==> config.mk <==
export PLATFORM = sky130hd
export DESIGN_NAME = core_irq_state
export DESIGN_NICKNAME = d
export VERILOG_FILES = /design/src/inc/core_irq_pkg.sv /design/src/hdl/core_irq_state.sv
export VERILOG_INCLUDE_DIRS = /design/src /design/src/inc
export SDC_FILE = /design/constraint.sdc
export NUM_CORES = 1
export LEC_CHECK = 0
export ABC_AREA = 1
export BUFFER_PORTS_ARGS = -buffer_cell sky130_fd_sc_hd__buf_2
export CAP_MARGIN = 25
export CORE_MARGIN = 3
export CORE_UTILIZATION = 52
export CTS_BUF_LIST = sky130_fd_sc_hd__clkbuf_8
export DETAILED_ROUTE_END_ITERATION = 10
export PLACE_DENSITY = 0.78
export SKIP_CTS_REPAIR_TIMING = 1
export SLEW_MARGIN = 15
export SYNTH_ARGS = -nofsm -noshare
export SYNTH_HDL_FRONTEND = slang
export SYNTH_SLANG_ARGS = --single-unit
==> constraint.sdc <==
create_clock -name clk -period 3.9 [get_ports clk]
set_input_delay 0.585 -clock clk [delete_from_list [all_inputs] [get_ports clk]]
set_output_delay 0.585 -clock clk [all_outputs]
set_load 0.005 [all_outputs]
==> src/inc/core_irq_params.svh <==
// Offsets, field positions, reset values for the interrupt state and counter divider block
`ifndef CORE_IRQ_PARAMS_SVH
`define CORE_IRQ_PARAMS_SVH

// ==========================================
// Register offsets, one set per channel
`define CORE0_STATE_CH1   9'h10F
`define CORE1_STATE_CH1   9'h110
`define DIVIDER_CH1       9'h111
`define CORE0_STATE_CH2   9'h12F
`define CORE1_STATE_CH2   9'h130
`define DIVIDER_CH2       9'h131
`define CORE0_STATE_CH3   9'h14F
`define CORE1_STATE_CH3   9'h150
`define DIVIDER_CH3       9'h151

// ==========================================
// Field positions of the status word
`define STATE_BUSY_BIT    13
`define STATE_SRC_MSB     12
`define STATE_SRC_LSB     10
`define STATE_IRET_MSB    9
`define STATE_IRET_LSB    0

// ==========================================
// Widths and reset values
`define REG_ADDR_W        9
`define REG_DATA_W        16
`define DIV_FIELD_W       4
`define DIV_FIELDS        4
`define DIV_RESET         16'h0000
`define STATE_RESET       16'h0000
`define RDATA_UNMAPPED    16'h0000

`endif

==> src/inc/core_irq_pkg.sv <==
// Types shared by the interrupt state and counter divider block
package core_irq_pkg;

  // Interrupt source codes
  typedef enum logic [2:0] {
    SRC_START_RISE = 3'h0,
    SRC_DRV_OFF    = 3'h1,
    SRC_AUTO_DIAG  = 3'h2,
    SRC_START_FALL = 3'h3,
    SRC_SOFT0      = 3'h4,
    SRC_SOFT1      = 3'h5,
    SRC_SOFT2      = 3'h6,
    SRC_SOFT3      = 3'h7
  } irq_src_t;

  // Interrupt entry and exit report from one sequencer core
  typedef struct packed {
    logic       enter;
    logic       leave;
    irq_src_t   source;
    logic       cond_instr;
    logic       cond_met;
    logic [9:0] seq_addr;
    logic [9:0] branch_addr;
  } core_event_t;

  // Status word layout
  typedef struct packed {
    logic [1:0] reserved;
    logic       busy;
    irq_src_t   source;
    logic [9:0] iret;
  } state_word_t;

  // Divider register layout, msb first
  typedef struct packed {
    logic [3:0] b_fourth;
    logic [3:0] b_third;
    logic [3:0] a_fourth;
    logic [3:0] a_third;
  } divider_fields_t;

  // Start edge interrupt enables, index 0 core a, index 1 core b
  typedef struct packed {
    logic [1:0] rise_en;
    logic [1:0] fall_en;
  } start_irq_cfg_t;

endpackage

==> src/hdl/core_irq_state.sv <==
// Interrupt state words and counter tick dividers for one channel of two sequencer cores
`timescale 1ns/10ps
`include "core_irq_params.svh"

module core_irq_state #(
  parameter int CHANNEL = 1
) (
  input  wire logic                         clk,
  input  wire logic                         rst_n,
  input  wire logic [`REG_ADDR_W-1:0]       reg_addr,
  input  wire logic                         reg_wr,
  input  wire logic                         reg_rd,
  input  wire logic [`REG_DATA_W-1:0]       reg_wdata,
  output logic      [`REG_DATA_W-1:0]       reg_rdata,
  output logic                              reg_ack,
  input  wire core_irq_pkg::core_event_t    core_a_evt,
  input  wire core_irq_pkg::core_event_t    core_b_evt,
  input  wire core_irq_pkg::start_irq_cfg_t start_cfg,
  input  wire logic                         start_pin,
  input  wire logic                         core_tick,
  output logic      [`DIV_FIELDS-1:0]       count_tick,
  output logic      [1:0]                   soft_irq_req
);
  import core_irq_pkg::*;

  // ==========================================
  // Address selection for this channel
  localparam logic [`REG_ADDR_W-1:0] STATE_A_ADDR =
    (CHANNEL == 3) ? `CORE0_STATE_CH3 : (CHANNEL == 2) ? `CORE0_STATE_CH2 : `CORE0_STATE_CH1;
  localparam logic [`REG_ADDR_W-1:0] STATE_B_ADDR =
    (CHANNEL == 3) ? `CORE1_STATE_CH3 : (CHANNEL == 2) ? `CORE1_STATE_CH2 : `CORE1_STATE_CH1;
  localparam logic [`REG_ADDR_W-1:0] DIV_ADDR =
    (CHANNEL == 3) ? `DIVIDER_CH3 : (CHANNEL == 2) ? `DIVIDER_CH2 : `DIVIDER_CH1;

  core_event_t                      evt [2];
  state_word_t                      state_q [2];
  divider_fields_t                  div_q;
  logic [`REG_DATA_W-1:0]           rdata_q;
  logic                             ack_q;
  logic [`DIV_FIELD_W-1:0]          field   [`DIV_FIELDS];
  logic [`DIV_FIELD_W-1:0]          last_q  [`DIV_FIELDS];
  logic [`DIV_FIELD_W-1:0]          cnt_q   [`DIV_FIELDS];
  logic [`DIV_FIELDS-1:0]           tick_q;
  logic                             start_meta_q;
  logic                             start_sync_q;
  logic                             start_prev_q;
  logic                             start_rise;
  logic                             start_fall;
  logic [1:0]                       soft_q;
  logic                             div_write;

  assign evt[0] = core_a_evt;
  assign evt[1] = core_b_evt;

  // ==========================================
  // Interrupt status words, one per core
  for (genvar c = 0; c < 2; c++) begin : g_core
    // Entry wins over exit in the same cycle; host writes never reach here
    always_ff @(posedge clk) begin
      if (!rst_n) begin
        state_q[c] <= `STATE_RESET;
      end else if (evt[c].enter) begin
        state_q[c].reserved <= 2'h0;
        state_q[c].busy     <= 1'b1;
        state_q[c].source   <= evt[c].source;
        // Feedback sampled in the request cycle picks the branch
        state_q[c].iret     <= (evt[c].cond_instr && evt[c].cond_met) ?
                               evt[c].branch_addr : evt[c].seq_addr;
      end else if (evt[c].leave) begin
        state_q[c] <= `STATE_RESET;
      end
    end

    state_busy_a: assert property (@(posedge clk) disable iff (!rst_n)
      evt[c].enter |=> state_q[c].busy)
      else $error("status busy bit not set on entry");
    state_source_a: assert property (@(posedge clk) disable iff (!rst_n)
      evt[c].enter |=> state_q[c].source == $past(evt[c].source))
      else $error("status source not captured");
    iret_plain_a: assert property (@(posedge clk) disable iff (!rst_n)
      evt[c].enter && !evt[c].cond_instr |=> state_q[c].iret == $past(evt[c].seq_addr))
      else $error("return address not sequential");
    iret_cond_a: assert property (@(posedge clk) disable iff (!rst_n)
      evt[c].enter && evt[c].cond_instr |=>
        state_q[c].iret == ($past(evt[c].cond_met) ?
                            $past(evt[c].branch_addr) : $past(evt[c].seq_addr)))
      else $error("conditional return address wrong");
    state_clear_a: assert property (@(posedge clk) disable iff (!rst_n)
      evt[c].leave && !evt[c].enter |=> state_q[c] == `STATE_RESET)
      else $error("status word not cleared on exit");
    reserved_zero_a: assert property (@(posedge clk) disable iff (!rst_n)
      state_q[c].reserved == 2'h0 && (state_q[c].busy || state_q[c] == `STATE_RESET))
      else $error("reserved bits or idle word not zero");

    // Word stands between events; host writes never move it
    state_stand_a: assert property (@(posedge clk) disable iff (!rst_n)
      !evt[c].enter && !evt[c].leave |=> $stable(state_q[c]))
      else $error("status word moved without an event");
    enter_wins_a: assert property (@(posedge clk) disable iff (!rst_n)
      evt[c].enter && evt[c].leave |=> state_q[c].busy)
      else $error("exit beat entry in one cycle");
    idle_busy_a: assert property (@(posedge clk) disable iff (!rst_n)
      evt[c].leave && !evt[c].enter |=> !state_q[c].busy)
      else $error("busy bit left set after exit");

    // Return address picked by the feedback seen at entry
    iret_met_a: assert property (@(posedge clk) disable iff (!rst_n)
      evt[c].enter && evt[c].cond_instr && evt[c].cond_met
        |=> state_q[c].iret == $past(evt[c].branch_addr))
      else $error("met condition did not take branch address");
    iret_unmet_a: assert property (@(posedge clk) disable iff (!rst_n)
      evt[c].enter && !(evt[c].cond_instr && evt[c].cond_met)
        |=> state_q[c].iret == $past(evt[c].seq_addr))
      else $error("return address not the next address");

    // Each word read back at its own address
    read_state_a: assert property (@(posedge clk) disable iff (!rst_n)
      reg_rd && reg_addr == ((c == 0) ? STATE_A_ADDR : STATE_B_ADDR)
        |=> reg_rdata == $past(state_q[c]))
      else $error("status word read back wrong");
  end

  cores_apart_a: assert property (@(posedge clk) disable iff (!rst_n)
    evt[0].enter && !evt[1].enter && !evt[1].leave |=> $stable(state_q[1]))
    else $error("core b status moved with core a");
  core_a_kept_a: assert property (@(posedge clk) disable iff (!rst_n)
    evt[1].enter && !evt[0].enter && !evt[0].leave |=> $stable(state_q[0]))
    else $error("core a status moved with core b");

  // Synchronous reset clears every output and word
  reset_bus_a: assert property (@(posedge clk)
    !rst_n |=> !reg_ack && reg_rdata == `RDATA_UNMAPPED)
    else $error("register port not idle after reset");
  reset_out_a: assert property (@(posedge clk)
    !rst_n |=> count_tick == 4'h0 && soft_irq_req == 2'h0)
    else $error("tick or request out of reset");
  reset_state_a: assert property (@(posedge clk)
    !rst_n |=> state_q[0] == `STATE_RESET && state_q[1] == `STATE_RESET)
    else $error("status words not clear after reset");

  // ==========================================
  // Register port
  assign div_write = reg_wr && (reg_addr == DIV_ADDR);

  // Divider register; status words are read only
  always_ff @(posedge clk) begin
    if (!rst_n) begin
      div_q <= `DIV_RESET;
    end else if (div_write) begin
      div_q <= reg_wdata;
    end
  end

  // Read data and acknowledge, one cycle after the request
  always_ff @(posedge clk) begin
    if (!rst_n) begin
      rdata_q <= `RDATA_UNMAPPED;
      ack_q   <= 1'b0;
    end else begin
      ack_q <= reg_wr || reg_rd;
      if (reg_rd) begin
        case (reg_addr)
          STATE_A_ADDR: rdata_q <= state_q[0];
          STATE_B_ADDR: rdata_q <= state_q[1];
          DIV_ADDR:     rdata_q <= div_q;
          default:      rdata_q <= `RDATA_UNMAPPED;
        endcase
      end
    end
  end

  assign reg_rdata = rdata_q;
  assign reg_ack   = ack_q;

  div_reset_a: assert property (@(posedge clk)
    !rst_n |=> div_q == `DIV_RESET)
    else $error("divider fields not zero after reset");
  write_ignored_a: assert property (@(posedge clk) disable iff (!rst_n)
    reg_wr && reg_addr == STATE_A_ADDR && !evt[0].enter && !evt[0].leave
      |=> $stable(state_q[0]))
    else $error("host write changed a status word");
  read_back_a: assert property (@(posedge clk) disable iff (!rst_n)
    reg_rd && reg_addr == DIV_ADDR && !reg_wr |=> reg_ack && reg_rdata == $past(div_q))
    else $error("divider read back wrong");

  // Acknowledge answers every strobe, once
  ack_answer_a: assert property (@(posedge clk) disable iff (!rst_n)
    (reg_wr || reg_rd) |=> reg_ack)
    else $error("strobe not acknowledged");
  ack_quiet_a: assert property (@(posedge clk) disable iff (!rst_n)
    !reg_wr && !reg_rd |=> !reg_ack)
    else $error("acknowledge without a strobe");

  // Read data stands until the next read; unmapped reads give zero
  rdata_hold_a: assert property (@(posedge clk) disable iff (!rst_n)
    !reg_rd |=> $stable(reg_rdata))
    else $error("read data moved without a read");
  unmapped_zero_a: assert property (@(posedge clk) disable iff (!rst_n)
    reg_rd && reg_addr != STATE_A_ADDR && reg_addr != STATE_B_ADDR && reg_addr != DIV_ADDR
      |=> reg_rdata == `RDATA_UNMAPPED)
    else $error("unmapped read not zero");
  wr_rd_old_a: assert property (@(posedge clk) disable iff (!rst_n)
    reg_wr && reg_rd && reg_addr == DIV_ADDR |=> reg_rdata == $past(div_q))
    else $error("same cycle read did not return old value");

  // Divider changes only on a write to its own address
  div_store_a: assert property (@(posedge clk) disable iff (!rst_n)
    div_write |=> div_q == $past(reg_wdata))
    else $error("divider write not stored");
  div_hold_a: assert property (@(posedge clk) disable iff (!rst_n)
    !div_write |=> $stable(div_q))
    else $error("divider moved without a write");

  // ==========================================
  // Counter tick dividers
  assign field[0] = div_q.a_third;
  assign field[1] = div_q.a_fourth;
  assign field[2] = div_q.b_third;
  assign field[3] = div_q.b_fourth;

  for (genvar i = 0; i < `DIV_FIELDS; i++) begin : g_div
    // Count core ticks; a field change restarts the count, tick held low
    always_ff @(posedge clk) begin
      if (!rst_n) begin
        cnt_q[i]  <= 4'h0;
        last_q[i] <= 4'h0;
        tick_q[i] <= 1'b0;
      end else begin
        last_q[i] <= field[i];
        tick_q[i] <= 1'b0;
        if (field[i] != last_q[i]) begin
          cnt_q[i] <= 4'h0;
        end else if (core_tick) begin
          if (cnt_q[i] == field[i]) begin
            cnt_q[i]  <= 4'h0;
            tick_q[i] <= 1'b1;
          end else begin
            cnt_q[i] <= cnt_q[i] + 4'h1;
          end
        end
      end
    end

    div_ratio_a: assert property (@(posedge clk) disable iff (!rst_n)
      core_tick && field[i] == last_q[i] && cnt_q[i] == field[i] |=> tick_q[i])
      else $error("divider missed its tick");
    div_source_a: assert property (@(posedge clk) disable iff (!rst_n)
      tick_q[i] |-> $past(core_tick))
      else $error("tick without a core tick");
    div_restart_a: assert property (@(posedge clk) disable iff (!rst_n)
      field[i] != last_q[i] |=> cnt_q[i] == 4'h0 && !tick_q[i])
      else $error("divider not restarted on change");

    // Count stays in range and steps once per core tick
    count_bound_a: assert property (@(posedge clk) disable iff (!rst_n)
      field[i] == last_q[i] |-> cnt_q[i] <= field[i])
      else $error("divider count past its field");
    tick_idle_a: assert property (@(posedge clk) disable iff (!rst_n)
      !core_tick && field[i] == last_q[i] |=> $stable(cnt_q[i]) && !tick_q[i])
      else $error("divider moved without a core tick");
    tick_step_a: assert property (@(posedge clk) disable iff (!rst_n)
      core_tick && field[i] == last_q[i] && cnt_q[i] != field[i]
        |=> cnt_q[i] == $past(cnt_q[i]) + 4'h1 && !tick_q[i])
      else $error("divider count did not step");
    tick_single_a: assert property (@(posedge clk) disable iff (!rst_n)
      tick_q[i] && field[i] != 4'h0 |=> !tick_q[i])
      else $error("divided tick wider than one cycle");
    div_rewrite_a: assert property (@(posedge clk) disable iff (!rst_n)
      div_write && reg_wdata[i*4 +: 4] != field[i]
        |=> ##1 cnt_q[i] == 4'h0 && !tick_q[i])
      else $error("written field did not restart its divider");
  end

  assign count_tick = tick_q;

  // ==========================================
  // Start input synchroniser and edge interrupts
  always_ff @(posedge clk) begin
    if (!rst_n) begin
      start_meta_q <= 1'b0;
      start_sync_q <= 1'b0;
      start_prev_q <= 1'b0;
    end else begin
      start_meta_q <= start_pin;
      start_sync_q <= start_meta_q;
      start_prev_q <= start_sync_q;
    end
  end

  assign start_rise = start_sync_q && !start_prev_q;
  assign start_fall = !start_sync_q && start_prev_q;

  // One-cycle request per enabled edge
  always_ff @(posedge clk) begin
    if (!rst_n) begin
      soft_q <= 2'h0;
    end else begin
      soft_q <= ({2{start_rise}} & start_cfg.rise_en) |
                ({2{start_fall}} & start_cfg.fall_en);
    end
  end

  assign soft_irq_req = soft_q;

  soft_rise_a: assert property (@(posedge clk) disable iff (!rst_n)
    start_rise && start_cfg.rise_en[0] |=> soft_irq_req[0])
    else $error("rising start edge lost");
  soft_quiet_a: assert property (@(posedge clk) disable iff (!rst_n)
    !start_rise && !start_fall |=> soft_irq_req == 2'h0)
    else $error("request without start edge");

  // Both cores, both edges, each behind its own enable
  for (genvar k = 0; k < 2; k++) begin : g_soft
    soft_edge_a: assert property (@(posedge clk) disable iff (!rst_n)
      (start_rise && start_cfg.rise_en[k]) || (start_fall && start_cfg.fall_en[k])
        |=> soft_irq_req[k])
      else $error("enabled start edge lost");
    soft_mask_a: assert property (@(posedge clk) disable iff (!rst_n)
      !(start_rise && start_cfg.rise_en[k]) && !(start_fall && start_cfg.fall_en[k])
        |=> !soft_irq_req[k])
      else $error("request from a disabled start edge");
  end

  // Second synchroniser stage follows the first
  sync_rise_a: assert property (@(posedge clk) disable iff (!rst_n)
    $rose(start_sync_q) |-> $past(start_meta_q))
    else $error("start edge skipped a synchroniser stage");

endmodule // core_irq_state

==> results.sh, run 1 <==
export IMPL_crit_required_ns=4.19
export IMPL_reg2reg_from="div_q[9]"
export IMPL_place_area_sq_um=5180
export IMPL_postSynthCellCount=525
export IMPL_antennaDiodeCount=0
export IMPL_synth_distinct_cells=29
export IMPL_fin_nets=721
export IMPL_h_tree_depth=3
export IMPL_max_freq_ghz=0.542
export IMPL_cts_tree="done"
export IMPL_crit_path_top_delay_cell="nor2_1"
export IMPL_grt_pass1_vias=3716
export IMPL_holdCritPathClass="in2reg"
export IMPL_fp_row_count=33
export IMPL_worstSetupPathType="in2reg"
export IMPL_critical_path_max_fanout=15
export IMPL_ys_seq_area_share_pct=54.2
export IMPL_antenna_found_initial=0
export IMPL_place_port_buffers=111
export IMPL_critPathLaunchType="input pin"
export IMPL_place_gp_congestion=0.817
export IMPL_viasPerCell=5.18
export IMPL_powerDensity_nw_per_um2=365
export IMPL_cts_max_path_buffers=2
export IMPL_reg2regPathDepth=4
export IMPL_power_leakage_nw=2.52
export IMPL_max_stage_delay_ns=0.65
export IMPL_area_delta_synth_final_pct=17.0
export IMPL_dieArea_sq_um=9980
export IMPL_endpoint_kind="flip-flop"
export IMPL_vias=3822
export IMPL_grt_max_degree=44
export IMPL_grt_pass1_wl_microns=16700
export IMPL_ant_nets=0
export IMPL_die_w_microns=99.9
export IMPL_clk_latency_ns=0.36
export IMPL_wl_per_cell_microns=13.9
export IMPL_finalHoldViolCount=0
export IMPL_startpoint="reg_addr[4]"
export IMPL_r2r_setup_slack_ns=2.44
export IMPL_netlist_area_sq_um=4580
export IMPL_cap_viol_max_count=0
export IMPL_ys_ff_latch=102
export IMPL_final_cell_area_sq_um=5360
export IMPL_wl_microns=10200
export IMPL_synthesis_nets=618
export IMPL_rr_endpoint="cnt_q[2][2]"
export IMPL_min_period_ns=1.84
export IMPL_worst_path_stages=8
export IMPL_grtUsageTotal_pct=21.1
export IMPL_cts_root_buf="clkbuf_8"
export IMPL_cpLargestDelayFamily="simple AND/OR/NAND/NOR gates"
export IMPL_multiInputGateArea_sq_um=1840
export IMPL_drive_gt1_share_pct=21.8
export IMPL_outcome="finished, final reports clean"
export IMPL_min_delay_start="start_pin"
export IMPL_post_route_period_util_pct=47.3
export IMPL_clkTransAtPathRegs_ns=0.10
export IMPL_ioPinCount=112
export IMPL_path_common_cell="nand2_1"
export IMPL_drt_iter0_drc=207
export IMPL_finalMaxSlewViolations=0
export IMPL_cp_data_arrival_time_ns=2.13
export IMPL_finalClockSkew_ns=0.0154
export IMPL_critPathBufInv=2
export IMPL_overflow=0
export IMPL_dp_hpwl_microns=7700
export IMPL_setup_viol=0
export IMPL_drcViolationCount=0
export IMPL_tightest_slew_ns=0.859
export IMPL_cts_buffers=9
export IMPL_avgSynthCellArea_sq_um=8.73
export IMPL_relSlewSlack_pct=42.5
export IMPL_die_y_microns=99.9
export IMPL_start_util_pct=54.7
export IMPL_firstDrtPassIters=4
export IMPL_fillers=727
export IMPL_endpoint="reg_rdata[5]"
export IMPL_path_cells="buf_2 -> inv_1 -> nand2_1 -> nor2_1 -> nand3_1 -> a21oi_2 -> nand2_1 -> a21oi_1"
export IMPL_cts_sinks=102
export IMPL_yosys_warnings=0
export IMPL_rsz0062_at_grt="no"
export IMPL_fin_tns_setup_ns=0
export IMPL_core_area_sq_um=8380
export IMPL_vdd_drop_max_uv=238
export IMPL_register_area_sq_um=2480
## routing by layer
| layer | global-route usage, % | part of all wire [%] | vias to the layer above |
|---|---|---|---|
| met5 | 0 | 0 | - |
| met4 | 7.88 | 2.4 | 0 |
| met1 | 26.7 | 44 | 1750 |
| met3 | 5.70 | 6.1 | 20 |
| li1 | - | - | 1921 |
| met2 | 34.7 | 48 | 131 |
## registers in the layout, indices dropped and copies added, names as in the netlist
signal and cells:
cnt_q 16, reg_ack 1, last_q 16, start_sync_q 1, div_q 16, start_meta_q 1, soft_irq_req 2, start_prev_q 1
count_tick 4, reg_rdata 16, state_q 28
## cells in the mapped netlist
cell | count | area, sq um
nor2_2 | 3 | 18.8
clkinv_1 | 2 | 7.51
buf_2 | 4 | 20.0
clkbuf_1 | 12 | 45.0
nor2_4 | 2 | 22.5
nand3_2 | 1 | 10.0
o21ai_0 | 18 | 90.1
xnor2_1 | 22 | 193
nand3_1 | 28 | 140
inv_1 | 38 | 143
ha_1 | 4 | 50.1
nand2_1 | 131 | 492
nor3b_1 | 2 | 15.0
inv_4 | 1 | 6.26
edfxtp_1 | 44 | 1320
a21oi_1 | 38 | 190
nor3_1 | 10 | 50.1
nor2_8 | 1 | 20.0
buf_6 | 2 | 22.5
a21oi_2 | 1 | 8.76
nor4_1 | 2 | 12.5
xor2_1 | 18 | 158
buf_4 | 1 | 7.51
nand2_4 | 2 | 22.5
or3_1 | 2 | 12.5
nor2_1 | 57 | 214
nand4_1 | 20 | 125
dfxtp_1 | 58 | 1160
clkbuf_2 | 1 | 5.00
## per-stage QoR
step	setup WS, ns	utilization (%)	hold slack [ns]	total power, mW	instances
after floorplan	2.09	-	0.390	1.29	525
after CTS	2.06	63.9	0.400	1.97	738
after detailed placement	1.67	61.8	0.404	1.37	722
after global routing	1.84	63.9	0.411	2.04	738
final	2.06	63.9	0.417	1.96	738
after global placement	1.75	61.8	0.397	1.36	722
## power breakdown
part           switching, mW  internal, mW  total [mW]
sequential            0.0256          1.16        1.18
combinational         0.0944        0.0708       0.165
clock                  0.369         0.242       0.611
## tightest hold or removal path: stages
cell,delay [ns]
buf_2,0.07
nand2_1,0.04
inv_1,0.05
## layout make-up
class | count | area share, %
sequential | 102 | 46.3
multi-input combinational | 362 | 34.4
timing repair buffer | 112 | 10.5
inverter | 41 | 2.92
tap | 105 | 2.45
clock buffer | 9 | 2.31
clock inverter | 7 | 1.10
## kinds of logic after synthesis
kind of cell	count (synthesis)	share of synthesized area (%)
DFF	102	54.2
xor gates and xnor gates	40	7.64
buffers and inverters	61	5.60
and+or+nand+nor	261	25.2
AOI/OAI and AO/OA	57	6.31
adders and majority gates	4	1.09
## worst min path at each step
stage,slack [ns],to,cells after the start
after global routing,0.41,start_meta_q,3
after global placement,0.40,start_sync_q,2
after detailed placement,0.40,start_sync_q,2
after CTS,0.40,start_meta_q,3
after floorplan,0.39,start_sync_q,2
final,0.42,start_meta_q,3
## placed cells by master, fill, tap and decap left out
cell type / n
xnor2_1: 22
nand2_1: 131
buf_2: 111
inv_1: 39
edfxtp_1: 44
xor2_1: 18
nor3_1: 10
clkinv_4: 1
clkinvlp_4: 2
nor2_4: 2
clkinv_1: 2
nand2_4: 2
inv_6: 1
inv_8: 2
dfxtp_1: 58
a21oi_2: 1
a21oi_1: 38
nand3_2: 1
o21ai_0: 18
or3_1: 2
nor2_8: 1
clkbuf_8: 9
inv_4: 1
nor2_2: 3
buf_4: 1
nor4_1: 2
nor2_1: 57
nand3_1: 28
ha_1: 4
nand4_1: 20
nor3b_1: 2
(Power assumes the default switching activity.)
==> inputs of run 2 (changes only) <==
==> constraint.sdc (replaced) <==
create_clock -name clk -period 1.74 [get_ports clk]
set_input_delay 0.261 -clock clk [delete_from_list [all_inputs] [get_ports clk]]
set_output_delay 0.261 -clock clk [all_outputs]
set_load 0.005 [all_outputs]
==> results.sh, run 2 (synthesized netlist as in run 1, its figures left out) <==
export IMPL_outcome="finished, final reports clean"
export IMPL_die_y_microns=99.9
export IMPL_cts_root_buf="clkbuf_8"
export IMPL_worstSetupPathType="reg2reg"
export IMPL_rr_endpoint="cnt_q[2][0]"
export IMPL_powerDensity_nw_per_um2=823
export IMPL_rsz0062_at_grt="no"
export IMPL_min_period_ns=1.45
export IMPL_drcViolationCount=0
export IMPL_whs_path_depth=3
export IMPL_setup_viol=0
export IMPL_area_delta_synth_final_pct=18.5
export IMPL_instances_no_fill=747
export IMPL_r2r_setup_slack_ns=0.29
export IMPL_grt_pass1_vias=3814
export IMPL_start_util_pct=54.7
export IMPL_h_tree_depth=3
export IMPL_largest_register_ffs=28
export IMPL_mostFrequentLayoutCell="nand2_1"
export IMPL_fillers=703
export IMPL_dp_hpwl_microns=8170
export IMPL_clkTransAtPathRegs_ns=0.09
export IMPL_firstDrtPassIters=6
export IMPL_antennaDiodeCount=0
export IMPL_reg2reg_from="div_q[8]"
export IMPL_min_delay_start="start_pin"
export IMPL_fin_tns_setup_ns=0
export IMPL_wl_microns=10600
export IMPL_final_cell_area_sq_um=5430
export IMPL_vdd_drop_max_uv=436
export IMPL_crit_required_ns=1.81
export IMPL_critPathLaunchType="flip-flop"
export IMPL_fin_hold_ws_ns=0.113
export IMPL_fin_nets=730
export IMPL_grt_max_degree=35
export IMPL_place_gp_congestion=0.849
export IMPL_top_register="state_q"
export IMPL_relSlewSlack_pct=62.0
export IMPL_overflow=0
export IMPL_viasPerCell=5.14
export IMPL_cts_max_path_buffers=2
export IMPL_dp_cells=731
export IMPL_utilization_pct=64.8
export IMPL_critical_path_max_fanout=5
export IMPL_place_port_buffers=111
export IMPL_core_area_sq_um=8380
export IMPL_reg2regPathDepth=3
export IMPL_wl_per_cell_microns=14.2
export IMPL_place_area_sq_um=5250
export IMPL_holdCritPathClass="in2reg"
export IMPL_tightest_slew_ns=0.570
export IMPL_post_route_period_util_pct=83.5
export IMPL_cts_tree="done"
export IMPL_finalHoldViolCount=0
export IMPL_startpoint="div_q[8]"
export IMPL_antenna_found_initial=0
export IMPL_ioPinCount=112
export IMPL_hold_path_end="start_meta_q"
export IMPL_cp_data_arrival_time_ns=1.52
export IMPL_ant_nets=0
export IMPL_drive_gt1_share_pct=22.7
export IMPL_max_freq_ghz=0.688
export IMPL_dieArea_sq_um=9980
export IMPL_clk_latency_ns=0.35
export IMPL_cap_viol_max_count=0
export IMPL_grtUsageTotal_pct=21.8
export IMPL_cts_sinks=102
export IMPL_finalClockSkew_ns=0.00956
export IMPL_vias=3836
export IMPL_cts_buffers=9
export IMPL_finalMaxSlewViolations=0
export IMPL_drt_iter0_drc=171
export IMPL_die_w_microns=99.9
export IMPL_grt_pass1_wl_microns=17200
export IMPL_power_leakage_nw=2.58
export IMPL_endpoint_kind="flip-flop"
export IMPL_final_cell_mix="131 x nand2_1, 111 x buf_2, 58 x dfxtp_1"
export IMPL_fp_row_count=33
## run 2: changes by cell type in the layout (fill, tap and decap cells not counted)
cell / before / now
inv_4: 1 / 3
inv_6: 1 / 0
inv_8: 2 / 0
clkinv_1: 2 / 3
clkinvlp_4: 2 / 0
buf_4: 1 / 10
bufinv_16: 0 / 1
clkinv_2: 0 / 1
## run 2: cell type report
type	count	area [sq um]	area share [%]
inverter	41	156	2.88
timing repair buffer	121	631	11.6
multi-input combinational	362	1840	33.9
clock buffer	9	124	2.28
tap	105	131	2.42
sequential	102	2480	45.7
clock inverter	7	63.8	1.17
## run 2: routing by layer
| metal | wire [microns] | vias up | track usage, % |
|---|---|---|---|
| met3 | 614 | 19 | 3.41 |
| met2 | 5420 | 116 | 38.7 |
| met5 | 0 | - | 0 |
| met4 | 216 | 0 | 8.51 |
| met1 | 4400 | 1756 | 26.6 |
| li1 | - | 1945 | - |
## run 2: per-stage QoR
| stage | worst slack, ns | power (mW) |
|---|---|---|
| floorplan | 0.254 | 2.90 |
| global placement | 0.263 | 3.07 |
| detailed placement | 0.167 | 3.09 |
| CTS | 0.296 | 4.49 |
| global route | 0.175 | 4.63 |
| finish | 0.287 | 4.47 |
## run 2: critical path, stage by stage, from the launching register on
cell and delay [ns]:
dfxtp_1 0.48, xor2_1 0.11, nor3_1 0.34, nand3_1 0.24
## run 2: where the power goes
| group | internal (mW) | switching [mW] |
|---|---|---|
| Clock | 0.658 | 0.778 |
| Combinational | 0.169 | 0.220 |
| Sequential | 2.59 | 0.0550 |
| Total | 3.42 | 1.05 |
## run 2: worst max-delay path by stage
stage,end,slack (ns),cells after the start
4_1_cts,cnt_q[2][3],0.30,3
3_3_place_gp,div_q[13],0.26,8
3_5_place_dp,div_q[14],0.17,8
2_1_floorplan,state_q[1][0],0.25,4
5_1_grt,cnt_q[2][2],0.17,4
6_report,cnt_q[2][0],0.29,3
